==> src/hdl/pdc_pkg.sv <==
// Operation
// - Dial at 10 pps with rate select low, 20 pps with it high.
// - Make/break is 40/60 with ratio select low, 34/66 with it high.
// - Pulse output pulls low during break and is released during make.
// - Mute pulls low from predigital pause start until the last digit is sent.
// - Key feedback tone is 1 kHz at 10 pps and 2 kHz at 20 pps.
// - Hook/test low is off-hook; high or floating is on-hook/test.
// - A valid key is exactly one row with exactly one column.
// - Oscillator runs from key sense until dialing ends and for the first 300 ms on-hook, then standby.
// - On-hook holds rows and columns high and ignores the keypad.
// - Going off-hook resets timing, control and the pulse count.
// - Rows and columns scanned alternately; key accepted after 10 ms stable.
// - An accepted key is stored and dialed as one burst per digit.
// - On-hook while dialing sends the rest 100 times faster at 50/50.
// - Accelerated dialing ends within 300 ms unless on-hook came in a pause or interdigit time, which runs in full; then only memory stays alive.
// - Returning off-hook releases mute so speech reaches the line.
// - Star or pound as first key redials the stored number.
// - Any other first key clears memory, then stores and dials anew.
// - Pause and interdigit time 900 ms at 10 pps, 450 ms at 20 pps.
// - Memory is only cleared after at least 300 ms on-hook.
// - Mute stays on about 5 ms after the interdigit time that follows the final pulse.
package pdc_pkg;
  localparam int CLK_HZ          = 10_000_000;
  localparam int OSC_HZ          = 4_000;
  localparam int OSC_DIV         = CLK_HZ / OSC_HZ;
  localparam int PPS_LOW         = 10;
  localparam int PPS_HIGH        = 20;
  localparam int MAKE_PCT_LOW    = 40;
  localparam int MAKE_PCT_HIGH   = 34;
  localparam int ACCEL           = 100;
  localparam int PDP_MS_LOW      = 900;
  localparam int PDP_MS_HIGH     = 450;
  localparam int DEBOUNCE_MS     = 10;
  localparam int MUTE_HOLD_MS    = 5;
  localparam int ONHOOK_CLR_MS   = 300;
  localparam int TONE_HZ_LOW     = 1_000;
  localparam int TONE_HZ_HIGH    = 2_000;
  localparam int PERIOD_LOW      = OSC_HZ / PPS_LOW;
  localparam int PERIOD_HIGH     = OSC_HZ / PPS_HIGH;
  localparam int TMR_W           = 12;
  localparam logic [TMR_W-1:0] MAKE_LO_A = TMR_W'(PERIOD_LOW * MAKE_PCT_LOW / 100);
  localparam logic [TMR_W-1:0] MAKE_LO_B = TMR_W'(PERIOD_LOW * MAKE_PCT_HIGH / 100);
  localparam logic [TMR_W-1:0] MAKE_HI_A = TMR_W'(PERIOD_HIGH * MAKE_PCT_LOW / 100);
  localparam logic [TMR_W-1:0] MAKE_HI_B = TMR_W'(PERIOD_HIGH * MAKE_PCT_HIGH / 100);
  localparam logic [TMR_W-1:0] BRK_LO_A  = TMR_W'(PERIOD_LOW) - MAKE_LO_A;
  localparam logic [TMR_W-1:0] BRK_LO_B  = TMR_W'(PERIOD_LOW) - MAKE_LO_B;
  localparam logic [TMR_W-1:0] BRK_HI_A  = TMR_W'(PERIOD_HIGH) - MAKE_HI_A;
  localparam logic [TMR_W-1:0] BRK_HI_B  = TMR_W'(PERIOD_HIGH) - MAKE_HI_B;
  localparam logic [TMR_W-1:0] ACC_HALF_LO = TMR_W'(PERIOD_LOW / ACCEL / 2);
  localparam logic [TMR_W-1:0] ACC_HALF_HI = TMR_W'(PERIOD_HIGH / ACCEL / 2);
  localparam logic [TMR_W-1:0] ACC_GAP_TICKS = 12'h004;
  localparam logic [TMR_W-1:0] PDP_LO_TICKS  = TMR_W'(PDP_MS_LOW * OSC_HZ / 1000);
  localparam logic [TMR_W-1:0] PDP_HI_TICKS  = TMR_W'(PDP_MS_HIGH * OSC_HZ / 1000);
  localparam logic [TMR_W-1:0] MUTE_TICKS    = TMR_W'(MUTE_HOLD_MS * OSC_HZ / 1000);
  localparam logic [TMR_W-1:0] ONHOOK_TICKS  = TMR_W'(ONHOOK_CLR_MS * OSC_HZ / 1000);
  localparam logic [TMR_W-1:0] DEB_SCANS     = TMR_W'(DEBOUNCE_MS * OSC_HZ / 1000 / 2);
  localparam logic [1:0]       TONE_LO_HALF  = 2'(OSC_HZ / (2 * TONE_HZ_LOW));
  localparam logic [1:0]       TONE_HI_HALF  = 2'(OSC_HZ / (2 * TONE_HZ_HIGH));
  localparam int MEM_DEPTH = 16;
  localparam int PTR_W     = 5;
  localparam logic [3:0] KEY_ZERO  = 4'hA;
  localparam logic [3:0] KEY_STAR  = 4'hB;
  localparam logic [3:0] KEY_POUND = 4'hC;
  localparam logic [31:0] ADDR_CTRL   = 32'h0000_0000;
  localparam logic [31:0] ADDR_STATUS = 32'h0000_0004;
  localparam logic        CTRL_TONE_RST = 1'b1;
  localparam logic [9:0]  SYNC_RST    = 10'h3FF;
  typedef enum logic [2:0] {
    PDC_IDLE  = 3'b000,
    PDC_PAUSE = 3'b001,
    PDC_BREAK = 3'b010,
    PDC_MAKE  = 3'b011,
    PDC_GAP   = 3'b100,
    PDC_HOLD  = 3'b101
  } pdc_state_t;
endpackage

==> src/hdl/pdc_keyscan.sv <==
module pdc_keyscan (
  input  wire logic       clk_in,
  input  wire logic       reset_in,
  input  wire logic       tick_in,
  input  wire logic       enable_in,
  input  wire logic [3:0] row_in,
  input  wire logic [2:0] col_in,
  output logic      [3:0] row_out,
  output logic      [3:0] row_oe_out,
  output logic      [2:0] col_out,
  output logic      [2:0] col_oe_out,
  output logic            busy_out,
  output logic            held_out,
  output logic            key_strobe_out,
  output logic      [3:0] key_code_out
);
  function automatic logic is_onehot(input logic [3:0] v);
    is_onehot = (v != 4'h0) && ((v & (v - 4'h1)) == 4'h0);
  endfunction
  function automatic logic [1:0] onehot_idx(input logic [3:0] v);
    onehot_idx = v[3] ? 2'h3 : v[2] ? 2'h2 : v[1] ? 2'h1 : 2'h0;
  endfunction

  logic                   scan_q;
  logic                   phase_q;
  logic [2:0]             col_cap_q;
  logic [3:0]             last_q;
  logic [pdc_pkg::TMR_W-1:0] cnt_q;
  logic                   acc_q;
  logic                   strobe_q;
  logic [3:0]             code_q;

  wire        sense     = ~&col_in;
  wire [3:0]  row_low   = ~row_in;
  wire [1:0]  ri        = onehot_idx(row_low);
  wire [1:0]  ci        = onehot_idx({1'b0, col_cap_q});
  wire        valid     = is_onehot(row_low) && is_onehot({1'b0, col_cap_q});
  wire [3:0]  digit     = 4'({2'b00, ri} * 4'h3 + {2'b00, ci} + 4'h1);
  wire [3:0]  code      = (ri != 2'h3) ? digit :
                          (ci == 2'h0) ? pdc_pkg::KEY_STAR :
                          (ci == 2'h1) ? pdc_pkg::KEY_ZERO : pdc_pkg::KEY_POUND;
  wire        eval      = scan_q && tick_in && phase_q;

  // Idle: rows held low so a press pulls a column; scan swaps the driven side
  assign row_out    = enable_in ? 4'h0 : 4'hF;
  assign row_oe_out = (!enable_in || !scan_q || !phase_q) ? 4'hF : 4'h0;
  assign col_out    = enable_in ? 3'h0 : 3'h7;
  assign col_oe_out = (!enable_in || (scan_q && phase_q)) ? 3'h7 : 3'h0;
  assign busy_out   = scan_q;
  assign held_out   = acc_q;
  assign key_strobe_out = strobe_q;
  assign key_code_out   = code_q;

  always_ff @(posedge clk_in or posedge reset_in) begin
    if (reset_in) begin
      scan_q    <= 1'b0;
      phase_q   <= 1'b0;
      col_cap_q <= 3'h0;
      last_q    <= 4'h0;
      cnt_q     <= '0;
      acc_q     <= 1'b0;
      strobe_q  <= 1'b0;
      code_q    <= 4'h0;
    end else begin
      strobe_q <= 1'b0;
      if (!enable_in) begin
        scan_q  <= 1'b0;
        phase_q <= 1'b0;
        acc_q   <= 1'b0;
        cnt_q   <= '0;
      end else if (!scan_q) begin
        if (sense) begin
          scan_q  <= 1'b1;
          phase_q <= 1'b0;
        end
      end else if (tick_in) begin
        phase_q <= ~phase_q;
        if (!phase_q) begin
          col_cap_q <= ~col_in;
        end
      end
      if (enable_in && eval) begin
        if (valid && code == last_q) begin
          if (!acc_q && cnt_q == pdc_pkg::DEB_SCANS - 1'b1) begin
            acc_q    <= 1'b1;
            strobe_q <= 1'b1;
            code_q   <= code;
          end else if (!acc_q) begin
            cnt_q <= cnt_q + 1'b1;
          end
        end else if (valid) begin
          last_q <= code;
          cnt_q  <= '0;
          acc_q  <= 1'b0;
        end else if (row_low == 4'h0 && col_cap_q == 3'h0) begin
          scan_q <= 1'b0;
          acc_q  <= 1'b0;
          cnt_q  <= '0;
        end else begin
          cnt_q <= '0;
        end
      end
    end
  end
endmodule

==> src/hdl/pdc_top.sv <==
module pdc_top #(
  parameter int OSC_DIV = pdc_pkg::OSC_DIV
) (
  input  wire logic        clk_in,
  input  wire logic        reset_in,
  input  wire logic        dial_rate_select_in,
  input  wire logic        make_break_select_in,
  input  wire logic        hook_test_select_in,
  input  wire logic [3:0]  row_in,
  input  wire logic [2:0]  col_in,
  output logic      [3:0]  row_out,
  output logic      [3:0]  row_oe_out,
  output logic      [2:0]  col_out,
  output logic      [2:0]  col_oe_out,
  output logic             line_pulse_out_n_out,
  output logic             line_pulse_oe_out,
  output logic             mute_out_n_out,
  output logic             mute_oe_out,
  output logic             key_tone_out,
  output logic             osc_run_out,
  input  wire logic        hsel_in,
  input  wire logic [31:0] haddr_in,
  input  wire logic [1:0]  htrans_in,
  input  wire logic        hwrite_in,
  input  wire logic [2:0]  hsize_in,
  input  wire logic [31:0] hwdata_in,
  input  wire logic        hready_in,
  output logic      [31:0] hrdata_out,
  output logic             hreadyout_out,
  output logic             hresp_out
);
  localparam int TW = pdc_pkg::TMR_W;
  localparam int PW = pdc_pkg::PTR_W;

  // Pin synchronisers: stage one feeds stage two only
  logic [9:0] sync1_q;
  logic [9:0] sync2_q;
  always_ff @(posedge clk_in or posedge reset_in) begin
    if (reset_in) begin
      sync1_q <= pdc_pkg::SYNC_RST;
      sync2_q <= pdc_pkg::SYNC_RST;
    end else begin
      sync1_q <= {make_break_select_in, dial_rate_select_in, hook_test_select_in,
                  col_in, row_in};
      sync2_q <= sync1_q;
    end
  end
  wire [3:0] row_s   = sync2_q[3:0];
  wire [2:0] col_s   = sync2_q[6:4];
  wire       on_hook = sync2_q[7];
  wire       rate_hi = sync2_q[8];
  wire       mbr_hi  = sync2_q[9];
  wire       offhook = ~on_hook;

  logic hook_prev_q;
  wire  offhook_edge = hook_prev_q && offhook;

  // Gated oscillator model: a tick every OSC_DIV clocks while running
  logic [11:0] div_q;
  logic        osc_run;
  wire         tick = osc_run && (div_q == 12'(OSC_DIV - 1));
  always_ff @(posedge clk_in or posedge reset_in) begin
    if (reset_in) begin
      div_q <= 12'h000;
    end else if (!osc_run || tick) begin
      div_q <= 12'h000;
    end else begin
      div_q <= div_q + 12'h001;
    end
  end

  logic       key_busy;
  logic       key_held;
  logic       key_strobe;
  logic [3:0] key_code;
  pdc_keyscan u_keyscan (
    .clk_in         (clk_in),
    .reset_in       (reset_in),
    .tick_in        (tick),
    .enable_in      (offhook),
    .row_in         (row_s),
    .col_in         (col_s),
    .row_out        (row_out),
    .row_oe_out     (row_oe_out),
    .col_out        (col_out),
    .col_oe_out     (col_oe_out),
    .busy_out       (key_busy),
    .held_out       (key_held),
    .key_strobe_out (key_strobe),
    .key_code_out   (key_code)
  );

  // Number memory
  logic [3:0]    mem [pdc_pkg::MEM_DEPTH];
  logic [PW-1:0] wr_q;
  logic [PW-1:0] wr_d;
  logic [PW-1:0] rd_q;
  logic [PW-1:0] rd_d;
  logic          first_q;
  logic          first_d;
  logic          mem_we;
  logic [PW-1:0] mem_wa;

  pdc_pkg::pdc_state_t st_q;
  pdc_pkg::pdc_state_t st_d;
  logic [TW-1:0] tmr_q;
  logic [TW-1:0] tmr_d;
  logic [3:0]    pcnt_q;
  logic [3:0]    pcnt_d;
  logic          fast_q;
  logic          fast_d;
  logic [TW-1:0] hook_cnt_q;
  logic          tone_en_q;

  wire is_dig     = (key_code >= 4'h1) && (key_code <= pdc_pkg::KEY_ZERO);
  wire is_redial  = (key_code == pdc_pkg::KEY_STAR) || (key_code == pdc_pkg::KEY_POUND);
  wire have_digit = (rd_q < wr_q);
  wire expire     = tick && (tmr_q == 12'h001);
  wire hook_done  = (hook_cnt_q >= pdc_pkg::ONHOOK_TICKS);
  wire [TW-1:0] make_t = fast_q ? (rate_hi ? pdc_pkg::ACC_HALF_HI : pdc_pkg::ACC_HALF_LO) :
                         rate_hi ? (mbr_hi ? pdc_pkg::MAKE_HI_B : pdc_pkg::MAKE_HI_A) :
                                   (mbr_hi ? pdc_pkg::MAKE_LO_B : pdc_pkg::MAKE_LO_A);
  wire [TW-1:0] brk_t  = fast_q ? (rate_hi ? pdc_pkg::ACC_HALF_HI : pdc_pkg::ACC_HALF_LO) :
                         rate_hi ? (mbr_hi ? pdc_pkg::BRK_HI_B : pdc_pkg::BRK_HI_A) :
                                   (mbr_hi ? pdc_pkg::BRK_LO_B : pdc_pkg::BRK_LO_A);
  wire [TW-1:0] gap_t  = fast_q ? pdc_pkg::ACC_GAP_TICKS :
                         rate_hi ? pdc_pkg::PDP_HI_TICKS : pdc_pkg::PDP_LO_TICKS;
  wire [3:0]    cur_digit = mem[rd_q[PW-2:0]];

  assign osc_run = (st_q != pdc_pkg::PDC_IDLE) || key_busy || (on_hook && !hook_done);

  always_comb begin
    st_d    = st_q;
    tmr_d   = (tick && tmr_q != '0) ? tmr_q - 1'b1 : tmr_q;
    pcnt_d  = pcnt_q;
    rd_d    = rd_q;
    wr_d    = wr_q;
    first_d = first_q;
    fast_d  = fast_q || (on_hook && st_q != pdc_pkg::PDC_IDLE);
    mem_we  = 1'b0;
    mem_wa  = wr_q;
    case (st_q)
      pdc_pkg::PDC_IDLE: begin
        if (offhook && have_digit) begin
          st_d  = pdc_pkg::PDC_PAUSE;
          tmr_d = gap_t;
        end
      end
      pdc_pkg::PDC_PAUSE, pdc_pkg::PDC_GAP, pdc_pkg::PDC_HOLD: begin
        if (expire || (fast_q && st_q == pdc_pkg::PDC_HOLD)) begin
          if (have_digit && (st_q != pdc_pkg::PDC_HOLD || !fast_q)) begin
            st_d   = pdc_pkg::PDC_BREAK;
            tmr_d  = brk_t;
            pcnt_d = cur_digit;
          end else if (st_q == pdc_pkg::PDC_GAP && !fast_q) begin
            st_d  = pdc_pkg::PDC_HOLD;
            tmr_d = pdc_pkg::MUTE_TICKS;
          end else begin
            st_d   = pdc_pkg::PDC_IDLE;
            fast_d = 1'b0;
          end
        end
      end
      pdc_pkg::PDC_BREAK: begin
        if (expire) begin
          st_d  = pdc_pkg::PDC_MAKE;
          tmr_d = make_t;
        end
      end
      pdc_pkg::PDC_MAKE: begin
        if (expire && pcnt_q == 4'h1) begin
          st_d  = pdc_pkg::PDC_GAP;
          tmr_d = gap_t;
          rd_d  = rd_q + 1'b1;
        end else if (expire) begin
          st_d   = pdc_pkg::PDC_BREAK;
          tmr_d  = brk_t;
          pcnt_d = pcnt_q - 4'h1;
        end
      end
      default: begin
        st_d = pdc_pkg::PDC_IDLE;
      end
    endcase
    if (offhook_edge) begin
      st_d   = pdc_pkg::PDC_IDLE;
      tmr_d  = '0;
      pcnt_d = 4'h0;
      fast_d = 1'b0;
      rd_d   = wr_q;
    end else if (key_strobe && offhook) begin
      if (first_q && is_redial) begin
        first_d = 1'b0;
        rd_d    = '0;
      end else if (first_q && is_dig) begin
        first_d = 1'b0;
        mem_we  = 1'b1;
        mem_wa  = '0;
        wr_d    = PW'(1);
        rd_d    = '0;
      end else if (is_dig && wr_q < PW'(pdc_pkg::MEM_DEPTH)) begin
        mem_we = 1'b1;
        wr_d   = wr_q + 1'b1;
      end
    end
    if (on_hook && hook_done) begin
      first_d = 1'b1;
    end
  end

  always_ff @(posedge clk_in) begin
    if (mem_we) begin
      mem[mem_wa[PW-2:0]] <= key_code;
    end
  end

  logic [1:0] tone_cnt_q;
  logic       tone_q;
  logic       pulse_oe_q;
  logic       mute_oe_q;
  always_ff @(posedge clk_in or posedge reset_in) begin
    if (reset_in) begin
      st_q        <= pdc_pkg::PDC_IDLE;
      tmr_q       <= '0;
      pcnt_q      <= 4'h0;
      rd_q        <= '0;
      wr_q        <= '0;
      first_q     <= 1'b1;
      fast_q      <= 1'b0;
      hook_prev_q <= 1'b1;
      pulse_oe_q  <= 1'b0;
      mute_oe_q   <= 1'b0;
    end else begin
      st_q        <= st_d;
      tmr_q       <= tmr_d;
      pcnt_q      <= pcnt_d;
      rd_q        <= rd_d;
      wr_q        <= wr_d;
      first_q     <= first_d;
      fast_q      <= fast_d;
      hook_prev_q <= on_hook;
      pulse_oe_q  <= (st_d == pdc_pkg::PDC_BREAK);
      mute_oe_q   <= (st_d != pdc_pkg::PDC_IDLE);
    end
  end

  // On-hook timer runs until the memory-clear time is reached
  always_ff @(posedge clk_in or posedge reset_in) begin
    if (reset_in) begin
      hook_cnt_q <= '0;
    end else if (!on_hook) begin
      hook_cnt_q <= '0;
    end else if (tick && !hook_done) begin
      hook_cnt_q <= hook_cnt_q + 1'b1;
    end
  end

  wire [1:0] tone_half = rate_hi ? pdc_pkg::TONE_HI_HALF : pdc_pkg::TONE_LO_HALF;
  always_ff @(posedge clk_in or posedge reset_in) begin
    if (reset_in) begin
      tone_cnt_q <= 2'h0;
      tone_q     <= 1'b0;
    end else if (!(key_held && tone_en_q)) begin
      tone_cnt_q <= 2'h0;
      tone_q     <= 1'b0;
    end else if (tick && tone_cnt_q == tone_half - 2'h1) begin
      tone_cnt_q <= 2'h0;
      tone_q     <= ~tone_q;
    end else if (tick) begin
      tone_cnt_q <= tone_cnt_q + 2'h1;
    end
  end

  assign line_pulse_out_n_out = 1'b0;
  assign line_pulse_oe_out    = pulse_oe_q;
  assign mute_out_n_out       = 1'b0;
  assign mute_oe_out          = mute_oe_q;
  assign key_tone_out         = tone_q;
  assign osc_run_out          = osc_run;

  // AHB-Lite slave: zero wait states, OKAY only
  logic        dph_wr_q;
  logic [31:0] dph_addr_q;
  logic [31:0] rdata_q;
  wire         aph     = hsel_in && htrans_in[1] && hready_in;
  wire         sel_ctl = (haddr_in == pdc_pkg::ADDR_CTRL);
  wire         sel_sta = (haddr_in == pdc_pkg::ADDR_STATUS);
  wire [31:0]  status  = {17'h0, rd_q, wr_q, fast_q, offhook, st_q};
  always_ff @(posedge clk_in or posedge reset_in) begin
    if (reset_in) begin
      dph_wr_q   <= 1'b0;
      dph_addr_q <= 32'h0000_0000;
      rdata_q    <= 32'h0000_0000;
      tone_en_q  <= pdc_pkg::CTRL_TONE_RST;
    end else begin
      dph_wr_q <= aph && hwrite_in;
      if (aph) begin
        dph_addr_q <= haddr_in;
      end
      if (aph && !hwrite_in && sel_ctl) begin
        rdata_q <= {31'h0, tone_en_q};
      end else if (aph && !hwrite_in && sel_sta) begin
        rdata_q <= status;
      end else if (aph && !hwrite_in) begin
        rdata_q <= 32'h0000_0000;
      end
      if (dph_wr_q && dph_addr_q == pdc_pkg::ADDR_CTRL) begin
        tone_en_q <= hwdata_in[0];
      end
    end
  end
  assign hrdata_out    = rdata_q;
  assign hreadyout_out = 1'b1;
  assign hresp_out     = 1'b0;
endmodule

==> config.mk <==
export PLATFORM = sky130hd
export DESIGN_NAME = pdc_top
export DESIGN_NICKNAME = d
export VERILOG_FILES = /design/src/hdl/pdc_pkg.sv /design/src/hdl/pdc_keyscan.sv /design/src/hdl/pdc_top.sv
export SDC_FILE = /design/constraint.sdc
export NUM_CORES = 1
export LEC_CHECK = 0
export BUFFER_PORTS_ARGS = -buffer_cell sky130_fd_sc_hd__buf_2
export CORE_MARGIN = 8
export CORE_UTILIZATION = 32
export DETAILED_ROUTE_END_ITERATION = 6
export GPL_TIMING_DRIVEN = 1
export PLACE_DENSITY = 0.59
export SLEW_MARGIN = 40
export SYNTH_ARGS = -nofsm -noshare
export SYNTH_HDL_FRONTEND = slang
export SYNTH_SLANG_ARGS = --single-unit
==> constraint.sdc <==
create_clock -name clk_in -period 5.8 [get_ports clk_in]
set_clock_uncertainty 0.05 [all_clocks]
set_input_delay 0.58 -clock clk_in [delete_from_list [all_inputs] [get_ports clk_in]]
set_output_delay 0.58 -clock clk_in [all_outputs]
set_load 0.01 [all_outputs]
; Yosys cells after proc, flatten, opt, wreduce, memory -nomap -nowiden
; Memory sizes are Yosys's and may differ from the RTL's.
; Index checks and enable logic that the tools add are counted.
[totals]
mem_bits_ro = 0
output_inout_bits = 54
mem_count = 1
elab_cells = 281
register_bits = 174
latch_bits = 0
ramBits = 64
[classes]
magnitude_cmp = 5
mul = 1
eq_ne = 28
n_bitwise = 10
n_mux = 114
n_div = 0
n_reduce_logical = 81
n_addsub = 13
n_shift = 0
[mem_list]
columns = memory, depth, width, rd, rd_ports_with_merged_regs, write_ports, line_no
row1 = mem, 16, 4, 1, 0, 1, pdc_top.sv:94  ; logic [3:0] mem [pdc_pkg::MEM_DEPTH];
[op_table]
columns = operator, count
row1 = $mux 12, 20
row2 = $mux 32, 3
row3 = $logic_not 32->1, 2
row4 = $mux 4, 13
row5 = $pmux 12 s4, 1
row6 = $mux 5, 9
row7 = $mux 1, 41
row8 = $logic_and 1x1->1, 37
row9 = $add 12x1->12 const B, 3
row10 = $mux 3, 11
row11 = $eq 32x3->1 const B, 1
row12 = $mux 9, 3
row13 = $ne 3x3->1 const B, 6
row14 = $reduce_bool 3->1, 6
row15 = $mux 2, 8
row16 = $mux 8, 2
row17 = $eq 12x1->1 const B, 1
row18 = $eq 12x12->1 const B, 1
row19 = $eq 12x5->1 const B, 1
row20 = $ge 12x11->1 const B, 1
row21 = $logic_not 4->1, 3
row22 = $pmux 3 s4, 1
row23 = $reduce_and 3->1, 4
row24 = $reduce_bool 12->1, 1
row25 = other kinds (41), 73

; Longest topological paths before layout
; Gate-level depths: netlist of run 1.
[logic_depth]
word_depth = 13
depth_mapped = 14
mapped_depth_nobuf = 13

; Hierarchy
; Synthesis of run 1 repeated with hierarchy kept, for this count alone.
[unflattened]
cells_unflattened = 983
area_unflattened_um2 = 11205.7
[by_module_without_submodules]
columns = module, area_per_inst_um2, n_inst, cells_per_inst, seq_area_each_um2
row1 = pdc_top, 9282.7, 1, 779, 5203.7
row2 = pdc_keyscan, 1923.1, 1, 204, 675.6

; Least setup slack after synthesis of run 1
; Ideal clock, no wire load.
[synth_timing]
path_type = register -> register
start = register sync2_q[2]
end = register u_keyscan.last_q[0]
n_path_buf = 1
arrival_time_ps = 3433
stages_incl_launch_ff = 14
path_slack_ps = 2192
setup_time_ps = 125
path_cell_list = dfstp_2 inv_1 o21ai_0 inv_1 fa_1 fa_1 xor2_1 o21ai_0 xnor2_1 nand4_1 and2_0 clkbuf_1 nand2_1 mux2_2
[synth_via]
elab_chain_cells = 11
[synth_rtl]
columns = item, line_no
row1 = from (decl), pdc_top.sv:37  ; logic [9:0] sync2_q;
row2 = from (signal assigned), pdc_top.sv:41  ; sync2_q <= pdc_pkg::SYNC_RST;
row3 = from (signal assigned), pdc_top.sv:45  ; sync2_q <= sync1_q;
row4 = $not 4->4 (*), pdc_keyscan.sv:34  ; wire [3:0] row_low = ~row_in;
row5 = $mux 2 (2 in a row), pdc_keyscan.sv:21  ; onehot_idx = v[3] ? 2'h3 : v[2] ? 2'h2 : v[1] ? 2'h1 : 2'h0;
row6 = $mul 2x2->4, pdc_keyscan.sv:38  ; wire [3:0] digit = 4'({2'b00, ri} * 4'h3 + {2'b00, ci} + 4'h1);
row7 = $add 4x2->4, pdc_keyscan.sv:38
row8 = $add 4x1->4, pdc_keyscan.sv:38
row9 = $mux 4, pdc_keyscan.sv:39  ; wire [3:0] code = (ri != 2'h3) ? digit :
row10 = $eq 4x4->1, pdc_keyscan.sv:83  ; if (valid && code == last_q) begin
row11 = $logic_and 1x1->1, pdc_keyscan.sv:83
row12 = $not 1->1 (no line), --
row13 = $reduce_and 3->1 (no line), --
row14 = to (signal assigned), pdc_keyscan.sv:92  ; last_q <= code;
row15 = to (decl), pdc_keyscan.sv:27  ; logic [3:0] last_q;
; Mark *: on every way between the ends. The rest lies on a longest branch, timed or not.
; A chain may end at the register's enable or synchronous reset.

; Worst setup path in the final report of run 1
[layout_timing]
start = register sync2_q[2]
end = register u_keyscan.last_q[1]
; The elaborated chain is that of the path after synthesis.

==> results.md, run 1 <==
- Iter 0 DRT Violations: 648
- Total CTS buffers: 26
- Post-Synthesis Cells: 951
- GR Overflow Total: 0
- RSZ-0062 raised after global routing: no
- Worst EP required: 6.18 ns
- Worst min-delay path class: input pin to flop
- Worst setup margin: 1.785 ns
- Layout cells sized above 1: 23.38%
- Outcome: finished clean
- Fraction of registers with async set/reset: between 70 and 80%
- Pre-CTS setup slack: 1.727 ns
- Worst-path clk slew: 0.06 ns
- Initial Util: 32.51%
- Mapped cell area: 0.01093 mm^2
- Hold buffer count at CTS: 0
- First-pass GRT wire length: 40030 um
- Final setup vio count: 0
- Antenna cell count: 0
- Min cycle time layout: between 4 and 5 ns
- Vias: 7453
- Detailed Place HPWL: about 17000 um
- Buffers on Ports: 81
- Die area: 0.04032 mm^2
- Vias in the first global route: 7491
- Final Hold Fails: 0
- Critical Path AT: about 4.4 ns
- Initial antenna violation count: 0
- Setup TNS: 0 ns
- Number of max-cap violations: 0
- Worst vdd ir: 0.2702 mV
- Number of enable flip-flop cells after synthesis: 64
- Most frequent cells in the layout: dfrtp_1, nor2_1, buf_2
- Cell variety after synth: 79
- Die height: about 200 um
- Post-synthesis adder-cell area fraction: just over 3%
- Drt via density: 5.026
- Predominant post-synthesis flop cell: dfrtp_1
- Largest net degree at the start of global routing: ~110
- Fin util: between 30% and 40%
- Fillers: ~3300
- DRC viols: 0
- # Post-CTS Setup Buffers: 0
- Static leakage: 5.015 nW
- Fin crit share: 69.23%
- Post-synthesis sequential area ratio: 53.80%
- CP Launch Point: sync2_q[2]
- Longest Clk Path Bufs: 3
- CTS tree: done
- DRT Wirelength: 24640 um
- Syn_area_per_cell: 11.49 um^2
- Fmax: 0.2491 GHz
- Routability Congestion: 0.8476
- CTS resizes: 0
- Yosys Warn Count: 0
- Commonest non-fill, non-tap cell in the layout: dfrtp_1
- Site row count: 67
- Die Span X: 200.8 um
- P&R area growth vs syn: 15.40%
- Post-synthesis mux area share: around a tenth
- Global Route Usage Sum: 11.84%
- Clk sinks: roughly 220
- Synthesis-stage register bit count: roughly 220
- Final nets: ~1100
- Pwr Total: 3.648 mW
- CP startpoint kind: flop
- Hold path start: row_in[0]
- Critical Setup Path Class: flop to flop
- Worst R2R Start: sync2_q[2]
- Post-synthesis simple-gate area fraction: 15.08%
- I/O Pins: 138
- CP Max Fanout: 10
- PD cells: 289.2 mW/mm^2
- Register area: 0.005882 mm^2
- CP endpoint kind: flop
- Detailed Routing Iterations Pass 1: 5
- Main combinational cell family by area after synthesis: simple AND/OR/NAND/NOR gates
- Antenna viol nets, final: 0
- Slew Limit Fails: 0
- Post-DR wirelength/cell: 16.61 um
- Htree depth: 1
- Slew of the pin with the lowest slew margin: about 0.8 ns
- Synth Area in XOR/XNOR: ~3.7%
- Worst-Skew Late Latency: 0.54 ns
- Multi-input logic area: approximately 0.0046 mm^2
- Post-synthesis compound-gate area fraction: 10.06%
- CTS Root Cell: clkbuf_16
- Core ar.: 0.03362 mm^2
- Slew margin rel.: 45.64%
[Yosys cell counts (all sizes together) (3+ instances only)]
| master | n | area share, % |
|---|---|---|
| buf | 42 | 2.6 |
| mux4 | 20 | 4.1 |
| a221oi | 3 | 0.24 |
| nor4b | 3 | 0.30 |
| nor4 | 18 | 1.2 |
| dfrtp | 134 | 31 |
| a22o | 18 | 1.4 |
| nand2b | 7 | 0.40 |
| inv | 33 | 1.1 |
| mux2i | 8 | 0.73 |
| or3 | 5 | 0.29 |
| a211oi | 6 | 0.53 |
| nand2 | 66 | 2.3 |
| nor2 | 90 | 3.2 |
| clkbuf | 29 | 1.0 |
| a31o | 3 | 0.24 |
| mux2 | 44 | 4.5 |
| ha | 23 | 2.6 |
| a22oi | 3 | 0.21 |
| and3 | 15 | 0.86 |
| xnor2 | 20 | 1.6 |
| o21ai | 31 | 1.4 |
| o31ai | 7 | 0.48 |
| nor2b | 4 | 0.23 |
| nor3b | 6 | 0.46 |
| a21oi | 32 | 1.5 |
| o21a | 3 | 0.27 |
| a31oi | 6 | 0.34 |
| nand3 | 27 | 1.3 |
| a41oi | 3 | 0.24 |
| dfstp | 23 | 5.5 |
| o211ai | 11 | 0.76 |
| xor2 | 26 | 2.1 |
| nand4 | 25 | 1.5 |
| o22ai | 13 | 0.74 |
| a21o | 4 | 0.27 |
| and2 | 14 | 0.80 |
| or2 | 3 | 0.17 |
| nor3 | 25 | 1.2 |
| edfxtp | 64 | 18 |
[registers in the layout (all words and copies together), names as in the netlist, 2 cells and up]
register,count
pcnt_q,4
sync1_q,10
u_keyscan.cnt_q,12
rd_q,5
st_q,3
hrdata_out,15
u_keyscan.col_cap_q,3
tone_cnt_q,2
tmr_q,12
div_q,12
sync2_q,10
u_keyscan.key_code_out,4
mem,64
hook_cnt_q,12
dph_addr_q,32
wr_q,5
u_keyscan.last_q,4
[final cells by class]
| type | count | share of cell area [%] |
|---|---|---|
| clock inverter | 12 | 1.558 |
| clock buffer | 36 | 5.953 |
| multi-input combinational | 644 | 36.52 |
| tap | 448 | 4.445 |
| inverter | 34 | 1.072 |
| timing repair buffer | 88 | 3.810 |
| sequential | 221 | 46.64 |
[worst max-delay path: stages (launching register included)]
cell and delay, ns:
dfstp_2 0.55, inv_1 0.04, o21ai_0 0.28, inv_1 0.09, fa_1 0.54, fa_1 0.42, mux2i_1 0.27, xor2_1 0.11
nor3_1 0.22, nand4_1 0.38, and2_0 0.38, nand2_1 0.21, mux2_2 0.35
[path summary, 6_finish.rpt]
kind / to / slack (ns) / cells past startpoint
max reg2reg: u_keyscan.last_q[1] / 1.78 / 12
max in group asynchronous: hook_cnt_q[6] / 4.24 / 4
min in group asynchronous: mute_oe_out / 0.49 / 3
min reg2reg: sync2_q[2] / 0.30 / 0
max: u_keyscan.last_q[1] / 1.78 / 12
min: sync1_q[0] / 0.08 / 1
[through the flow]
| stage | instance area, um^2 | hold WS (ns) | instances |
|---|---|---|---|
| 5_1_grt | 12610 | 0.05638 | 1483 |
| 6_report | 12610 | 0.08289 | 1483 |
| 3_3_place_gp | 11610 | 0.2953 | 1433 |
| 4_1_cts | 12570 | 0.05424 | 1481 |
| 2_1_floorplan | 11000 | 0.2952 | 970 |
| 3_5_place_dp | 11620 | 0.2968 | 1433 |
[where the power goes]
group,total (mW),internal [mW],switching [mW]
clock,1.76,1.09,0.668
combinational,0.180,0.0824,0.0976
sequential,1.71,1.66,0.0432
total,3.65,2.84,0.809
[logic make-up after synthesis]
logic type | after synthesis
other cells | 2
compound gates | 159
buf+inv | 105
simple gates | 320
mux | 72
xor+xnor | 46
fa+ha+maj | 26
flops | 221
[routing by layer]
layer,GRT usage (%),vias up,share of wire (%)
met1,15.28,3695,43
li1,-,3544,-
met2,19.86,172,49
met4,3.942,0,2.9
met3,2.082,42,4.6
met5,0,-,0
No activity file was read; power rests on OpenSTA's default activity.
==> inputs of run 2 (changes only) <==
ABC_AREA = 1   (was default)
clock period = 3.8 ns   (was 5.8 ns; I/O delays follow)
==> results.md, run 2 <==
- Syn_area_per_cell: 8.651 um^2 (-25%)
- Vias: 8955 (+20%)
- Mapped cell area: 0.01143 mm^2 (+4.6%)
- Htree depth: 1 (unchanged)
- PD cells: 402.4 mW/mm^2 (+39%)
- Hold WS: 0.03360 ns (-0.04929 ns)
- CTS Root Cell: clkbuf_16
- Synthesis-stage register bit count: 221 (unchanged)
- Yosys Warn Count: 0 (unchanged)
- Number of enable flip-flop cells after synthesis: 64 (unchanged)
- Detailed Routing Iterations Pass 1: 4 (-1)
- Total CTS buffers: 25 (-3.8%)
- Hold path start: hwrite_in
- Worst R2R Start: sync2_q[2]
- # Post-CTS Setup Buffers: 0 (unchanged)
- Worst-case reg-to-reg path depth: 15 (+3)
- Worst-Skew Late Latency: 0.53 ns (about the same)
- Hold EP: dph_wr_q
- Die Span X: 205.0 um (+2.1%)
- Fraction of registers with async set/reset: 71.04% (unchanged)
- Outcome: finished clean
- Critical Path AT: 3.72 ns (-0.67 ns)
- Die area: 0.04202 mm^2 (+4.2%)
- Worst vdd ir: 0.3275 mV (+21%)
- GR Overflow Total: 0 (unchanged)
- CTS resizes: 0 (unchanged)
- Critical Setup Path Class: flop to flop
- Routability Congestion: 0.8874 (+4.7%)
- Min cycle time layout: 3.376 ns (-0.6388 ns)
- P&R area growth vs syn: 15.55%
- CP Max Fanout: 8 (-2)
- Worst EP required: 4.15 ns (-2.03 ns)
- RSZ-0062 raised after global routing: no
- Worst min-delay path class: input pin to flop
- Fin crit share: 88.85% (+20 points)
- R2R Setup Slk: 0.42 ns (-1.36 ns)
- Antenna viol nets, final: 0 (unchanged)
- Post-Synthesis Cells: 1321 (+39%)
- CTS tree: done
- Layout cells sized above 1: 14.71% (-8.7 points)
- Global Route Usage Sum: 13.24% (+1.4 points)
- I/O Pins: 138 (unchanged)
- Largest net degree at the start of global routing: 60 (-43%)
- Predominant post-synthesis flop cell: dfrtp_1
- Vias in the first global route: 9090 (+21%)
- Multi-input logic area: 0.004629 mm^2 (+0.52%)
- First-pass GRT wire length: 45820 um (+14%)
- Post-synthesis sequential area ratio: 51.45% (-2.4 points)
- Final nets: 1518 (+35%)
- Worst-path clk slew: 0.06 ns (about the same)
- Cell variety after synth: 55 (-30%)
- Synth top area cells: dfrtp_1, edfxtp_1, nand2_1
- Register area: 0.005879 mm^2 (about the same)
- Top cell type's share of synthesized area: 29.34% (-1.3 points)
- Commonest non-fill, non-tap cell in the layout: nand2_1
- DRC viols: 0 (unchanged)
- DRT Wirelength: 27850 um (+13%)
- Slew margin rel.: 47.43% (+1.8 points)
- Initial Util: 32.29% (-0.22 points)
- Largest area contributor in the netlist: dfrtp_1
- Number of max-cap violations: 0 (unchanged)
- Fmax: 0.2962 GHz (+19%)
- Slew Limit Fails: 0 (unchanged)
- Top cells by count, synth: nand2_1, nor2_1, inv_1
- Placed insts: 1832 (+28%)
- Max FFs per register: 64 (unchanged)
- Clk sinks: 221 (unchanged)
- Count leader, synth: nand2_1
- Buffers on Ports: 81 (unchanged)
- Slew of the pin with the lowest slew margin: 0.7861 ns (-0.02484 ns)
- Longest Clk Path Bufs: 3 (unchanged)
- CP startpoint kind: flop
- CP endpoint kind: flop
- Antenna cell count: 0 (unchanged)
- Drt via density: 4.741 (-5.7%)
- Setup TNS: 0 ns (unchanged)
- Hold path depth: 3 (+2)
- Core ar.: 0.03540 mm^2 (+5.3%)
- Hold buffer count at CTS: 11 (+11)
- Static leakage: 5.903 nW (+18%)
- Initial antenna violation count: 0 (unchanged)
- Die height: 205.0 um (+2.1%)
- Final Hold Fails: 0 (unchanged)
- Post-DR wirelength/cell: 14.74 um (-11%)
- Final setup vio count: 0 (unchanged)
- Layout Cells excl Fill: 1889 (+27%)
- Fillers: 3580 (+8.9%)
- Iter 0 DRT Violations: 569 (-12%)
- R2r endpoint: u_keyscan.last_q[3]
- Site row count: 69 (+3.0%)
- Most frequent cells in the layout: nand2_1, nor2_1, inv_1
- Detailed Place HPWL: 19930 um (+16%)
## run 2: cell count changes after synthesis, sizes merged, moves of 12 or more
cell   change
and3      -14
o21ai    +102
nand2    +195
nand3     +52
nor2      +86
mux4      -20
xnor2     -12
and2      -14
inv      +123
mux2      -37
a22o      -18
## run 2: kinds of logic (layout without fill, tap and decap cells)
logic type	after synthesis	count (layout)	synth area share [%]
adders and majority gates	25	25	2.868
xor gates and xnor gates	28	28	2.146
buffers and inverters	223	311	8.671
AOI/OAI and AO/OA	218	218	10.38
DFF	221	221	51.45
and+or+nand+nor	596	596	23.65
muxes	8	8	0.7774
other	2	21	0.06571
## run 2: per-layer routing
layer | share of wire (%) | vias up | track usage [%] | routed length (um)
met5 | 0 | - | 0 | 0
li1 | - | 4499 | - | -
met1 | 45 | 4227 | 16.72 | 12550
met3 | 4.6 | 58 | 2.040 | 1277
met2 | 47 | 171 | 22.36 | 13110
met4 | 3.3 | 0 | 5.463 | 920
## run 2: layout make-up
type	count	area share, %
Clock inverter	9	0.8338
Inverter	159	4.567
Clock buffer	37	5.458
Multi-Input combinational cell	896	35.06
Tap cell	461	4.368
Timing Repair Buffer	106	5.192
Sequential cell	221	44.52
## run 2: critical path, cell delays in order (launching register included)
cell and delay [ns]:
dfstp_2 0.54, inv_1 0.03, o21ai_0 0.29, inv_1 0.11, fa_1 0.49, fa_1 0.43
xor2_1 0.17, o21ai_0 0.26, xnor2_1 0.10, nand3_1 0.09, nor2_1 0.05, buf_4 0.15
nor2_4 0.15, nand2_1 0.18, nand2_1 0.10, o21ai_0 0.07
## run 2: metrics by stage
| stage | util, % | setup slack, ns | cell area [um^2] | total power [mW] |
|---|---|---|---|---|
| 2_1_floorplan | - | 0.6137 | 11500 | 2.832 |
| 3_3_place_gp | 34.49 | 0.4583 | 12210 | 2.902 |
| 3_5_place_dp | 34.65 | 0.3927 | 12260 | 2.917 |
| 4_1_cts | 37.31 | 0.3812 | 13210 | 5.370 |
| 5_1_grt | 37.31 | 0.08324 | 13210 | 5.515 |
| 6_report | 37.31 | 0.4238 | 13210 | 5.314 |
## run 2: worst max-delay path by stage
| stage | to | startpoint | cells after the start | slack (ns) |
|---|---|---|---|---|
| 6_report | u_keyscan.last_q[3] | sync2_q[2] | 15 | 0.42 |
| 2_1_floorplan | u_keyscan.key_code_out[1] | sync2_q[2] | 13 | 0.61 |
| 3_3_place_gp | u_keyscan.last_q[3] | sync2_q[2] | 15 | 0.46 |
| 3_5_place_dp | u_keyscan.last_q[3] | sync2_q[2] | 15 | 0.39 |
| 4_1_cts | u_keyscan.last_q[3] | sync2_q[2] | 15 | 0.38 |
| 5_1_grt | u_keyscan.last_q[0] | sync2_q[2] | 14 | 0.08 |
## run 2: where the power goes
| group | internal [mW] | total, mW | switching (mW) |
|---|---|---|---|
| logic | 0.118 | 0.300 | 0.182 |
| clock network | 1.46 | 2.44 | 0.980 |
| registers | 2.53 | 2.58 | 0.0480 |
